$ cat config.mk
export PLATFORM = sky130hd
export DESIGN_NAME = wdt_cfg
export DESIGN_NICKNAME = d
export VERILOG_FILES = /design/src/wdt_cfg_pkg.sv /design/src/wdt_cfg.sv
export SDC_FILE = /design/constraint.sdc
export NUM_CORES = 1
export LEC_CHECK = 0
export ABC_AREA = 1
export BUFFER_PORTS_ARGS = -buffer_cell sky130_fd_sc_hd__buf_2
export CORE_MARGIN = 2
export CORE_UTILIZATION = 50
export CTS_CLUSTER_DIAMETER = 120
export DETAILED_ROUTE_END_ITERATION = 10
export PLACE_DENSITY = 0.69
export SYNTH_ARGS = -nofsm -noshare
export SYNTH_HDL_FRONTEND = slang
export SYNTH_SLANG_ARGS = --single-unit
export TNS_END_PERCENT = 50
$ cat constraint.sdc
create_clock -name I_MCLK -period 3.1 [get_ports I_MCLK]
set_clock_uncertainty 0.05 [all_clocks]
set_input_delay 0.62 -clock I_MCLK [delete_from_list [all_inputs] [get_ports I_MCLK]]
set_output_delay 0.62 -clock I_MCLK [all_outputs]
set_load 0.02 [all_outputs]
$ cat src/wdt_cfg_pkg.sv
package wdt_cfg_pkg;
   // Register offsets on the serial register port
   localparam logic [7:0] LOWPOWER_CONFIG_ADDR = 8'h01;
   localparam logic [7:0] CLEAR_CONTROL_ADDR = 8'h02;
   // Field positions in the low-power configuration register
   localparam int BUS_WD_PERIOD_LSB = 6;
   localparam int GLOBAL_LOW_POWER_BIT = 5;
   localparam int RESERVED_ONE_BIT = 4;
   localparam int SLEEP_AUTO_CLEAR_BIT = 3;
   localparam int SYS_WD_ENABLE_BIT = 2;
   localparam int SYS_WD_PERIOD_LSB = 0;
   // Reset values
   localparam logic [1:0] BUS_WD_PERIOD_RESET = 2'h0;
   localparam logic [1:0] SYS_WD_PERIOD_RESET = 2'h3;
   localparam logic [7:0] CLEAR_CONTROL_RESET = 8'h00;
   // Clear command codes
   localparam logic [1:0] CLEAR_CODE = 2'h1;
   localparam logic [1:0] CLEAR_IDLE = 2'h0;
   // Time base: one tick per millisecond at 125 MHz
   localparam int CLOCK_MHZ = 125;
   localparam int TICK_US = 1000;
   localparam int TICK_CYCLES = TICK_US * CLOCK_MHZ;
   // Bus watchdog periods in microseconds
   localparam int BUS_WD_1_US = 1330;
   localparam int BUS_WD_2_US = 35700;
   localparam int BUS_WD_3_US = 41700;
   localparam int BUS_WD_1_CYCLES = BUS_WD_1_US * CLOCK_MHZ;
   localparam int BUS_WD_2_CYCLES = BUS_WD_2_US * CLOCK_MHZ;
   localparam int BUS_WD_3_CYCLES = BUS_WD_3_US * CLOCK_MHZ;
   // System watchdog periods in seconds, counted in millisecond ticks
   localparam int SYS_WD_0_S = 2;
   localparam int SYS_WD_1_S = 16;
   localparam int SYS_WD_2_S = 64;
   localparam int SYS_WD_3_S = 128;
   localparam int MS_PER_S = 1000;
endpackage

$ cat src/wdt_cfg.sv
`timescale 1ns/1ps
// What this block does
// [RL1] Bus watchdog period code 0 disables; codes 1..3 pick 1.33, 35.7, 41.7 ms.
// [RL2] Global low-power bit set drives global low-power signal high.
// [RL3] Global low-power output is register bit OR pin-zero alternate input.
// [RL4] Software writes one to reserved bit 4 and ignores its read value.
// [RL5] Sleep auto-clear bit set clears the watchdog counter while asleep.
// [RL6] Watchdog enable bit runs the timer when one, stops it when zero.
// [RL7] Without enable lock, software may set or clear enable at any time.
// [RL8] With enable lock, once set, enable stays on until global shutdown.
// [RL9] With enable lock, power-off request also stops the locked watchdog.
// [RL10] Watchdog period codes select 2, 16, 64 and 128 seconds.
// [RL11] Software should clear the counter before changing an unlocked period.
// [RL12] With period lock, period writes are taken only while enable is zero.
// [RL13] Writing 0b01 to the clear field restarts the watchdog counter.
// [RL14] The clear field returns to 0b00 by itself and reads zero; the code reads back the written code in the one cycle it is held.
// [RL15] Clear codes 0b00, 0b10, 0b11 leave the counter unchanged.
// [RL16] Enabled watchdog counts time and flags timeout if not cleared.
module wdt_cfg #(
   parameter int TICK_CYCLES = wdt_cfg_pkg::TICK_CYCLES,
   parameter int BUS_WD_1_CYCLES = wdt_cfg_pkg::BUS_WD_1_CYCLES,
   parameter int BUS_WD_2_CYCLES = wdt_cfg_pkg::BUS_WD_2_CYCLES,
   parameter int BUS_WD_3_CYCLES = wdt_cfg_pkg::BUS_WD_3_CYCLES,
   parameter int MS_PER_S = wdt_cfg_pkg::MS_PER_S
) (
   input wire logic I_MCLK,
   input wire logic I_RST_B,
   input wire logic i_shutdown,
   input wire logic i_power_off_request,
   input wire logic i_fused_enable_lock,
   input wire logic i_fused_period_lock,
   input wire logic i_sleep,
   input wire logic i_general_pin_zero_lp,
   input wire logic i_bus_activity,
   input wire logic i_wr,
   input wire logic i_rd,
   input wire logic [7:0] i_addr,
   input wire logic [7:0] i_wdata,
   output logic [7:0] o_rdata,
   output logic o_global_low_power,
   output logic o_sys_watchdog_timeout,
   output logic o_bus_watchdog_timeout,
   output logic [1:0] o_bus_watchdog_period
);
   typedef struct packed {
      logic [1:0] bus_watchdog_period;
      logic global_low_power;
      logic reserved_one;
      logic sleep_auto_clear;
      logic sys_watchdog_enable;
      logic [1:0] sys_watchdog_period;
      logic [1:0] sys_watchdog_clear;
      logic [1:0] pin_sync;
      logic [1:0] sleep_sync;
      logic [1:0] lock_e_sync;
      logic [1:0] lock_p_sync;
      logic [1:0] pwroff_sync;
      logic [31:0] tick_cnt;
      logic [31:0] ms_cnt;
      logic [31:0] bus_cnt;
      logic sys_timeout;
      logic bus_timeout;
      logic [7:0] rdata;
   } state_t;

   // All state lives in one packed struct so reset and shutdown clear it in one place.
   // The counters are wide on purpose: the longest period must fit without a carry,
   // and the prescaler keeps the second counter in milliseconds rather than clocks.
   // A shortened time base in test only changes the parameters, never this struct.
   state_t cur;
   state_t nxt;
   logic [31:0] sys_limit;
   logic [31:0] bus_limit;
   logic lock_e;
   logic lock_p;
   logic wr_cfg;
   logic wr_clr;
   logic sys_run;
   logic sys_restart;

   // Second stage of each synchroniser is the only one read by logic
   assign lock_e = cur.lock_e_sync[1];
   assign lock_p = cur.lock_p_sync[1];
   assign wr_cfg = i_wr && (i_addr == wdt_cfg_pkg::LOWPOWER_CONFIG_ADDR);
   assign wr_clr = i_wr && (i_addr == wdt_cfg_pkg::CLEAR_CONTROL_ADDR);
   assign sys_run = cur.sys_watchdog_enable; // [RL6]
   // Counter restarts on the clear command or asleep with auto-clear
   assign sys_restart = (cur.sys_watchdog_clear == wdt_cfg_pkg::CLEAR_CODE) // [RL13]
      || (cur.sleep_auto_clear && cur.sleep_sync[1]); // [RL5]

   // Period decode, in ms ticks for the system watchdog
   // Bus watchdog limit is in clocks, since its periods are far below one second;
   // a zero limit is the disabled code and stops the bus counter entirely
   always_comb begin
      case (cur.sys_watchdog_period) // [RL10]
         2'h0: sys_limit = 32'(wdt_cfg_pkg::SYS_WD_0_S * MS_PER_S);
         2'h1: sys_limit = 32'(wdt_cfg_pkg::SYS_WD_1_S * MS_PER_S);
         2'h2: sys_limit = 32'(wdt_cfg_pkg::SYS_WD_2_S * MS_PER_S);
         default: sys_limit = 32'(wdt_cfg_pkg::SYS_WD_3_S * MS_PER_S);
      endcase
      case (cur.bus_watchdog_period) // [RL1]
         2'h1: bus_limit = 32'(BUS_WD_1_CYCLES);
         2'h2: bus_limit = 32'(BUS_WD_2_CYCLES);
         2'h3: bus_limit = 32'(BUS_WD_3_CYCLES);
         default: bus_limit = 32'h0000_0000;
      endcase
   end

   // Next-state logic for registers, synchronisers and counters
   always_comb begin
      nxt = cur;
      nxt.pin_sync = {cur.pin_sync[0], i_general_pin_zero_lp};
      nxt.sleep_sync = {cur.sleep_sync[0], i_sleep};
      nxt.lock_e_sync = {cur.lock_e_sync[0], i_fused_enable_lock};
      nxt.lock_p_sync = {cur.lock_p_sync[0], i_fused_period_lock};
      nxt.pwroff_sync = {cur.pwroff_sync[0], i_power_off_request};
      // Clear command acts for one cycle, then the field falls back
      nxt.sys_watchdog_clear = wdt_cfg_pkg::CLEAR_IDLE; // [RL14]
      if (wr_cfg) begin
         nxt.bus_watchdog_period = i_wdata[wdt_cfg_pkg::BUS_WD_PERIOD_LSB +: 2];
         nxt.global_low_power = i_wdata[wdt_cfg_pkg::GLOBAL_LOW_POWER_BIT]; // [RL2]
         nxt.reserved_one = i_wdata[wdt_cfg_pkg::RESERVED_ONE_BIT]; // [RL4]
         nxt.sleep_auto_clear = i_wdata[wdt_cfg_pkg::SLEEP_AUTO_CLEAR_BIT];
         // A locked enable can only be set, never cleared by software
         if (!lock_e || !cur.sys_watchdog_enable) begin
            nxt.sys_watchdog_enable = i_wdata[wdt_cfg_pkg::SYS_WD_ENABLE_BIT]; // [RL7]
         end
         // Locked period only moves while the watchdog is disabled
         if (!lock_p || !cur.sys_watchdog_enable) begin
            nxt.sys_watchdog_period = i_wdata[wdt_cfg_pkg::SYS_WD_PERIOD_LSB +: 2]; // [RL12]
         end
      end
      if (wr_clr) begin
         // Codes other than 0b01 leave the counter alone
         nxt.sys_watchdog_clear = i_wdata[1:0]; // [RL15]
      end
      // Power-off stops even a locked watchdog
      if (cur.pwroff_sync[1]) begin
         nxt.sys_watchdog_enable = 1'b0; // [RL9]
      end
      // Millisecond tick prescaler keeps the second counter in milliseconds rather than clocks
      if (!sys_run || sys_restart) begin
         nxt.tick_cnt = 32'h0000_0000;
         nxt.ms_cnt = 32'h0000_0000;
         nxt.sys_timeout = 1'b0;
      end else if (cur.tick_cnt == 32'(TICK_CYCLES - 1)) begin
         nxt.tick_cnt = 32'h0000_0000;
         if (cur.ms_cnt + 32'h0000_0001 >= sys_limit) begin
            nxt.sys_timeout = 1'b1; // [RL16]
         end else begin
            nxt.ms_cnt = cur.ms_cnt + 32'h0000_0001;
         end
      end else begin
         nxt.tick_cnt = cur.tick_cnt + 32'h0000_0001;
      end
      // Bus watchdog restarts on any bus activity
      if (bus_limit == 32'h0000_0000 || i_bus_activity) begin
         nxt.bus_cnt = 32'h0000_0000;
         nxt.bus_timeout = 1'b0;
      end else if (cur.bus_cnt + 32'h0000_0001 >= bus_limit) begin
         nxt.bus_timeout = 1'b1;
      end else begin
         nxt.bus_cnt = cur.bus_cnt + 32'h0000_0001;
      end
      // Registered read data; clear field reads its current value, upper clear bits read zero, reserved bit 4 reads back
      nxt.rdata = 8'h00;
      if (i_rd && i_addr == wdt_cfg_pkg::LOWPOWER_CONFIG_ADDR) begin
         nxt.rdata = {cur.bus_watchdog_period, cur.global_low_power, cur.reserved_one,
                      cur.sleep_auto_clear, cur.sys_watchdog_enable, cur.sys_watchdog_period};
      end else if (i_rd && i_addr == wdt_cfg_pkg::CLEAR_CONTROL_ADDR) begin
         nxt.rdata = {6'h00, cur.sys_watchdog_clear};
      end
   end

   // Shutdown acts like reset; the clocked shutdown keeps async reset constant-only
   // Fuse and pin synchronisers are cleared too, so fuses are seen again two edges later
   always_ff @(posedge I_MCLK or negedge I_RST_B) begin
      if (!I_RST_B) begin
         cur <= '0;
         cur.sys_watchdog_period <= wdt_cfg_pkg::SYS_WD_PERIOD_RESET;
      end else if (i_shutdown) begin
         cur <= '0; // [RL8]
         cur.sys_watchdog_period <= wdt_cfg_pkg::SYS_WD_PERIOD_RESET;
      end else begin
         cur <= nxt;
      end
   end

   // Outputs come straight from the state register; only the low-power output
   // merges two flops, which keeps it glitch-free enough for a level signal
   assign o_rdata = cur.rdata;
   assign o_global_low_power = cur.global_low_power | cur.pin_sync[1]; // [RL3]
   assign o_sys_watchdog_timeout = cur.sys_timeout;
   assign o_bus_watchdog_timeout = cur.bus_timeout;
   assign o_bus_watchdog_period = cur.bus_watchdog_period;

   // Checks on the register rules and the counters; all sample on the same clock
   // and are quiet during reset, while shutdown and power-off are excluded where
   // they legitimately override the behaviour being checked
   a_lock_holds_enable: assert property (@(posedge I_MCLK) disable iff (!I_RST_B) // [RL8]
      (lock_e && cur.sys_watchdog_enable && !i_shutdown && !cur.pwroff_sync[1])
      |=> cur.sys_watchdog_enable)
      else $error("locked enable dropped");
   a_clear_self_returns: assert property (@(posedge I_MCLK) disable iff (!I_RST_B) // [RL14]
      (cur.sys_watchdog_clear == wdt_cfg_pkg::CLEAR_CODE && !wr_clr)
      |=> cur.sys_watchdog_clear == wdt_cfg_pkg::CLEAR_IDLE)
      else $error("clear field did not return");
   a_clear_restarts: assert property (@(posedge I_MCLK) disable iff (!I_RST_B) // [RL13]
      (cur.sys_watchdog_clear == wdt_cfg_pkg::CLEAR_CODE && !i_shutdown)
      |=> (cur.ms_cnt == 32'h0000_0000 && cur.tick_cnt == 32'h0000_0000))
      else $error("clear did not restart counter");
   a_other_codes_keep: assert property (@(posedge I_MCLK) disable iff (!I_RST_B) // [RL15]
      (sys_run && !sys_restart && !i_shutdown && !cur.pwroff_sync[1] && !wr_cfg
       && cur.tick_cnt == 32'h0000_0000 && cur.ms_cnt == 32'h0000_0000)
      |=> cur.tick_cnt == 32'h0000_0001)
      else $error("counter disturbed");
   a_period_locked: assert property (@(posedge I_MCLK) disable iff (!I_RST_B) // [RL12]
      (lock_p && cur.sys_watchdog_enable && !i_shutdown)
      |=> $stable(cur.sys_watchdog_period))
      else $error("locked period changed");
   a_lowpower_or: assert property (@(posedge I_MCLK) disable iff (!I_RST_B) // [RL3]
      $rose(cur.pin_sync[1]) |-> o_global_low_power)
      else $error("pin zero not ORed");
   a_sleep_clears: assert property (@(posedge I_MCLK) disable iff (!I_RST_B) // [RL5]
      (cur.sleep_auto_clear && cur.sleep_sync[1]) |=> cur.ms_cnt == 32'h0000_0000)
      else $error("sleep auto clear missed");
   a_enable_follows: assert property (@(posedge I_MCLK) disable iff (!I_RST_B) // [RL7]
      (wr_cfg && !lock_e && !i_shutdown && !cur.pwroff_sync[1])
      |=> cur.sys_watchdog_enable == $past(i_wdata[wdt_cfg_pkg::SYS_WD_ENABLE_BIT]))
      else $error("enable write not followed");
   a_disabled_quiet: assert property (@(posedge I_MCLK) disable iff (!I_RST_B) // [RL6]
      !sys_run |=> !o_sys_watchdog_timeout)
      else $error("timeout while disabled");
   a_poweroff_stops: assert property (@(posedge I_MCLK) disable iff (!I_RST_B) // [RL9]
      (cur.pwroff_sync[1] && !wr_cfg) |=> !cur.sys_watchdog_enable)
      else $error("power off did not stop watchdog");

   // Bus watchdog stays silent while its period code is zero
   a_bus_off_quiet: assert property (@(posedge I_MCLK) disable iff (!I_RST_B) // [RL1]
      (cur.bus_watchdog_period == 2'h0) |=> !o_bus_watchdog_timeout)
      else $error("bus watchdog fired while off");

   // An idle bus for a whole period must raise the bus timeout
   a_bus_expires: assert property (@(posedge I_MCLK) disable iff (!I_RST_B) // [RL1]
      (bus_limit != 32'h0000_0000 && !i_bus_activity && !i_shutdown
       && cur.bus_cnt + 32'h0000_0001 >= bus_limit)
      |=> o_bus_watchdog_timeout)
      else $error("bus watchdog did not expire");

   // The register bit alone forces the global low-power output
   a_lowpower_bit: assert property (@(posedge I_MCLK) disable iff (!I_RST_B) // [RL2]
      cur.global_low_power |-> o_global_low_power)
      else $error("low power bit not driven");

   // With both sources low the output must be low
   a_lowpower_idle: assert property (@(posedge I_MCLK) disable iff (!I_RST_B) // [RL3]
      (!cur.global_low_power && !cur.pin_sync[1]) |-> !o_global_low_power)
      else $error("low power without a source");

   // Without auto-clear, sleep must not hold the counter at zero
   a_sleep_no_clear: assert property (@(posedge I_MCLK) disable iff (!I_RST_B) // [RL5]
      (!cur.sleep_auto_clear && cur.sleep_sync[1] && sys_run && !i_shutdown
       && cur.sys_watchdog_clear != wdt_cfg_pkg::CLEAR_CODE
       && cur.tick_cnt != 32'(TICK_CYCLES - 1))
      |=> cur.tick_cnt != 32'h0000_0000)
      else $error("sleep cleared without auto clear");

   // An enabled, uncleared watchdog advances its prescaler every clock
   a_enable_runs: assert property (@(posedge I_MCLK) disable iff (!I_RST_B) // [RL6]
      (sys_run && !sys_restart && !i_shutdown && cur.tick_cnt != 32'(TICK_CYCLES - 1))
      |=> cur.tick_cnt == $past(cur.tick_cnt) + 32'h0000_0001)
      else $error("enabled watchdog not counting");

   // Global shutdown returns enable and period to their reset values
   a_shutdown_resets: assert property (@(posedge I_MCLK) disable iff (!I_RST_B) // [RL8]
      i_shutdown |=> (!cur.sys_watchdog_enable
       && cur.sys_watchdog_period == wdt_cfg_pkg::SYS_WD_PERIOD_RESET))
      else $error("shutdown did not reset watchdog");

   // An accepted period write lands as written
   a_period_lands: assert property (@(posedge I_MCLK) disable iff (!I_RST_B) // [RL12]
      (wr_cfg && (!lock_p || !cur.sys_watchdog_enable) && !i_shutdown)
      |=> cur.sys_watchdog_period == $past(i_wdata[wdt_cfg_pkg::SYS_WD_PERIOD_LSB +: 2]))
      else $error("period write lost");

   // A clear command is held in the field for its one active cycle
   a_clear_code_lands: assert property (@(posedge I_MCLK) disable iff (!I_RST_B) // [RL13]
      (wr_clr && i_wdata[1:0] == wdt_cfg_pkg::CLEAR_CODE && !i_shutdown)
      |=> cur.sys_watchdog_clear == wdt_cfg_pkg::CLEAR_CODE)
      else $error("clear command lost");

   // Running out the period must raise the timeout
   a_timeout_counted: assert property (@(posedge I_MCLK) disable iff (!I_RST_B) // [RL16]
      (sys_run && !sys_restart && !i_shutdown && cur.tick_cnt == 32'(TICK_CYCLES - 1)
       && cur.ms_cnt + 32'h0000_0001 >= sys_limit) |=> o_sys_watchdog_timeout)
      else $error("timeout not raised");

   // A raised timeout stays up until the counter is restarted or stopped
   a_timeout_sticky: assert property (@(posedge I_MCLK) disable iff (!I_RST_B) // [RL16]
      (o_sys_watchdog_timeout && sys_run && !sys_restart && !i_shutdown)
      |=> o_sys_watchdog_timeout)
      else $error("timeout dropped while running");
endmodule

# After elaboration in Yosys (flattened, before gate mapping)

Cells that the tools add are included.

Register bits: 126
Input bits: 27
Output and inout bits: 13
Word-level logic and storage cells: 82

$add $sub $neg: 3
Magnitude comparators: 2
Equality and inequality tests: 11
Mux-type cells: 21
Bitwise operators: 1
Reduce and logical (&&, ||, !) cells: 26

Operator list:

| cell                                                  | count |
|---|---|
| two-way mux 32 bit                                    | 5 |
| two-way mux 126 bit                                   | 1 |
| adder 32 x 1 -> 32 bit, second input constant         | 3 |
| case mux 23 bit (3 select lines)                      | 1 |
| >= comparator 32 bit                                  | 2 |
| two-way mux 64 bit                                    | 1 |
| case mux 17 bit (3 select lines)                      | 1 |
| equality test 32 x 17 -> 1 bit, second input constant | 1 |
| zero test 32 bit                                      | 1 |
| two-way mux 8 bit                                     | 2 |
| nonzero test 3 bit                                    | 5 |
| equality test 8 x 1 -> 1 bit, second input constant   | 1 |
| equality test 8 x 2 -> 1 bit, second input constant   | 1 |
| AND reduction 2 bit                                   | 4 |
| two-way mux 1 bit                                     | 7 |
| equality test 2 x 1 -> 1 bit, second input constant   | 3 |
| equality test 2 bit, second input constant            | 3 |
| two-way mux 2 bit                                     | 3 |
| != test 3 bit, second input constant                  | 2 |
| logical AND 1 bit                                     | 5 |
| logical OR 1 bit                                      | 5 |
| nonzero test 2 bit                                    | 2 |
| zero test 1 bit                                       | 3 |
| zero test 2 bit                                       | 1 |
| bitwise OR 1 bit                                      | 1 |

# Logic depth before layout (Yosys ltp)

Depth after elaboration: 7
Mapped depth: 21
Gate-level depth less buffers: 20

# Worst setup path after synthesis

Ideal clock, no wire load.

Path kind: reg2reg
Start: register cur[10] (netlist bit)
End: register cur[18] (netlist bit)
Library setup time: 0.066 ns
Data arrival time: 2.701 ns
Required time: 2.984 ns
Setup slack: 0.283 ns
Stages on the path, launching flop included: 19
Buffers on the path: 1
Period minus slack after synthesis: 2.817 ns
Path through: dfrtp_1 ha_1 nand3_1 nor3_2 nand3_1 nor2_1 nand2_1 xor2_1 inv_1 ha_1 inv_1 a21oi_1 nand2_1 nor2_1 nand2_2 nand3_2 buf_4 nand3_1 nand2_1

Cells in the longest elaborated chain, start to end: 4
Elaborated cells on any way between the ends: 6
Classes of those cells: add/sub: 1; order compare: 1; eq/ne: 1; mux: 3

Ends and longest elaborated chain:

| what                                                         | RTL line                       | source |
|---|---|---|
| start: declaration                                           | wdt_cfg.sv:70                  | `state_t cur;` |
| start signal: assignment                                     | wdt_cfg.sv:185                 | `cur <= nxt;` |
| adder 32 x 1 -> 32 bit (*)                                   | wdt_cfg.sv:160, wdt_cfg.sv:163 |  |
| branches (longest 3 deep; another with >= comparator 32 bit) | -                              |  |

Every way passes the cells marked *. The select of a mux whose other input is x is not followed.
A chain may end at the register's enable or synchronous reset.

# Worst setup path in the final report

Start: register cur[42] (netlist bit)
End: register cur[54] (netlist bit)

Cells in the longest elaborated chain, start to end: 5
Elaborated cells on any way between the ends: 8
Classes of those cells: add/sub: 1; order compare: 1; eq/ne: 1; mux: 4; reduce/logical: 1

Ends and longest elaborated chain:

| what                                                         | RTL line |
|---|---|
| adder 32 x 1 -> 32 bit (*)                                   | wdt_cfg.sv:148, wdt_cfg.sv:151 |
| branches (longest 4 deep; another with >= comparator 32 bit) | - |

Marks and branches as above.

==> flow_metrics.py <==
metrics = {
    "outcome": {
        "status": "finished clean",
    },
    "timing": {
        "fin_tns_setup_ns": 0,
        "worst_pin_slew_ns": 0.5706,
        "max_freq_ghz": 0.3455,
        "hold_violations": 0,
        "setup_viol": 0,
        "slew_headroom_pct": 61.76,
        "grt_setup_unrepaired": "true",
        "fin_hold_ws_ns": 0.09879,
        "slew_violations": 0,
        "finalCritPeriodShare_pct": 93.36,
        "min_period_ns": 2.894,
    },
    "finish": {
        "nets": 1310,
        "n_fill_cell": 1554,
        "antenna_cells": 0,
        "design_area_um2": 9732,
        "ff_latch_area_um2": 3162,
        "drive_gt1_share_pct": 14.18,
        "syn_to_final_growth_pct": 14.10,
        "multi_input_area_um2": 4763,
    },
    "job": {
        "cap_violations": 0,
    },
    "grt": {
        "grt_remaining_overflow": 0,
        "grt_max_degree": 58,
        "grt_pass1_vias": 7582,
        "grt_pass1_wl_um": 35510,
        "grt_usage_pct": 24.24,
        "antenna_found_initial": 0,
    },
    "route": {
        "drt_first_pass_iters": 6,
        "drc_errors": 0,
        "routed_wl_um": 20690,
        "num_vias": 7809,
        "post_drt_via_cell_ratio": 5.294,
        "drtIter0Drc": 558,
        "detail_route.wl_per_cell_um": 14.03,
        "ant_nets": 0,
    },
    "die": {
        "start_util_pct": 51.25,
        "rows": 47,
        "die_h_um": 134.6,
        "dieArea_um2": 18120,
        "die_x_um": 134.6,
        "io_pins": 40,
        "fp.coreArea_um2": 16640,
    },
    "place": {
        "dpl_cell_area_um2": 9036,
        "dpl.hpwl_um": 15080,
        "port-buffer-count": 39,
        "globalplace.congestion": 0.8732,
    },
    "synthesis": {
        "synth_nets": 1257,
        "synth_top_area_share_pct": 36.38,
        "synth_common_cells": "303 x nand2_1, 176 x nor2_1, 127 x inv_1, 124 x dfrtp_1, 122 x nand3_1",
        "synth_cells": 1189,
        "synth_ff_type": "dfrtp_1",
        "synth_area_um2": 8529,
        "synth_seq_cells": 126,
        "ys_top_cells_by_area": "dfrtp_1 36%, nand2_1 13%, nor2_1 7.7%, nand3_1 7.2%, ha_1 6.0%",
        "yosys.cell_count.top_type": "nand2_1",
        "async_flop_share_pct": 100.0,
        "ys_seq_area_share_pct": 37.00,
        "synth.largest_area_cell": "dfrtp_1",
        "synth_cell_types": 44,
        "postSynthAreaPerCell_um2": 7.174,
        "yosys_warnings": 0,
        "synth_edf_count": 0,
    },
    "setup_path": {
        "rrSetupSlack_ns": 0.21,
        "r2r_cells": 20,
        "cp_data_required_time_ns": 3.42,
        "r2r-start": "cur[42]",
        "criticalPathCategory": "reg2reg",
        "critPathCaptureType": "flop",
        "crit_fanout": 17,
        "setup.worst_path.start": "cur[42]",
        "r2r_end": "cur[54]",
        "crit_arrival_ns": 3.21,
        "cp-start-kind": "flop",
    },
    "clock_network": {
        "ctsHoldBuffers": 0,
        "cts_buffers": 17,
        "cts_num_sinks": 126,
        "clockRootBuffer": "clkbuf_16",
        "clock_latency_ns": 0.43,
        "htreeDepth": 4,
        "clkTransAtPathRegs_ns": 0.06,
        "cts.path.max_buffers": 2,
        "cts_tree": "done",
    },
    "worst_hold_path": {
        "worstHoldPathType": "in2async",
    },
    "pwr": {
        "power_leakage_uw": 0.004658,
        "powerDensity_nw_per_um2": 379.2,
        "totalPowerFinal_uw": 3690,
        "vdd_drop_max_mv": 0.4177,
    },
}
repair_timing:
item / CTS / global route
setup endpoints to repair: 0 / 62
setup buffers: 0 / 3
resized for setup: 0 / 27
hold endpoints to repair: 0 / 0
area by class of cell:
type / count / share of cell area, %
clock buffer: 17 / 4.371
clock inverter: 15 / 1.324
inverter: 133 / 5.130
sequential: 126 / 32.49
multi-input combinational: 892 / 48.95
timing repair buffer: 72 / 4.911
tap: 220 / 2.828
stage by stage:
step	util (%)	instances	setup WS (ns)
after floorplan	-	1189	0.2833
after global placement	54.30	1440	0.1107
after detailed placement	54.30	1440	0.09325
after CTS	57.63	1472	0.05645
after global routing	58.48	1475	-0.04894
final	58.48	1475	0.2057
critical path: stages (launching register included):
cell     delay [ns]
dfrtp_1        0.37
buf_4          0.17
inv_1          0.06
nor2_2         0.19
nand2_2        0.16
xor2_2         0.20
inv_1          0.06
ha_1           0.30
nand2_1        0.08
nor2_1         0.08
nand2_1        0.06
a21oi_1        0.12
nand2_1        0.08
nand3_1        0.11
nand2_1        0.06
nand2_1        0.07
nand2_1        0.11
nand4_4        0.16
buf_6          0.20
nand3_1        0.09
nand2_1        0.08
where the power goes:
group | switching (µW) | internal [µW]
clock network | 855 | 1050
registers | 3.51 | 1650
logic | 88.8 | 41.3
total | 947 | 2740
registers in the layout (all words and copies together), names as in the netlist:
signal,flops
cur,113
o_rdata,8
o_bus_watchdog_period,2
o_bus_watchdog_timeout,1
o_sys_watchdog_timeout,1
sys_run,1
layer usage:
layer,track usage (%),up-vias,wire length [µm]
li1,-,3945,-
met1,32.35,3643,9742
met2,39.80,190,9667
met3,4.842,31,910
met4,7.778,0,371
met5,0,-,0
worst max-delay path by stage:
stage,to,slack [ns]
detailed placement,cur[18],0.09
global placement,cur[17],0.11
floorplan,cur[18],0.28
finish,cur[54],0.21
CTS,cur[18],0.06
global route,cur[56],-0.05
cell usage in the layout, fill, tap and decap left out, types with 4 or more instances in the layout:
master	n
nand3_2	4
nor4_1	8
inv_2	6
nor2_2	13
nor3b_1	4
inv_1	127
nor2_1	171
nand3_1	120
xor2_1	22
ha_1	40
a21oi_1	26
clkbuf_16	17
inv_6	6
nor2_4	18
nand2_1	302
o21a_1	5
o21ai_0	22
nand4_1	48
buf_2	38
xnor2_1	11
buf_4	30
dfrtp_1	119
dfrtp_2	5
nand2_2	8
nor3_1	34
cells by family (layout without fill, tap and decap cells):
logic type | after synthesis | count (layout) | synth area share [%]
AO/OA/AOI/OAI | 67 | 67 | 4.372
XOR/XNOR | 36 | 36 | 3.697
adder cells (fa/ha/maj) | 41 | 41 | 6.014
buffers and inverters | 171 | 237 | 8.494
flip-flops | 126 | 126 | 37.00
AND/OR/NAND/NOR | 748 | 748 | 40.43
No activity file was read; power rests on OpenSTA's default activity.
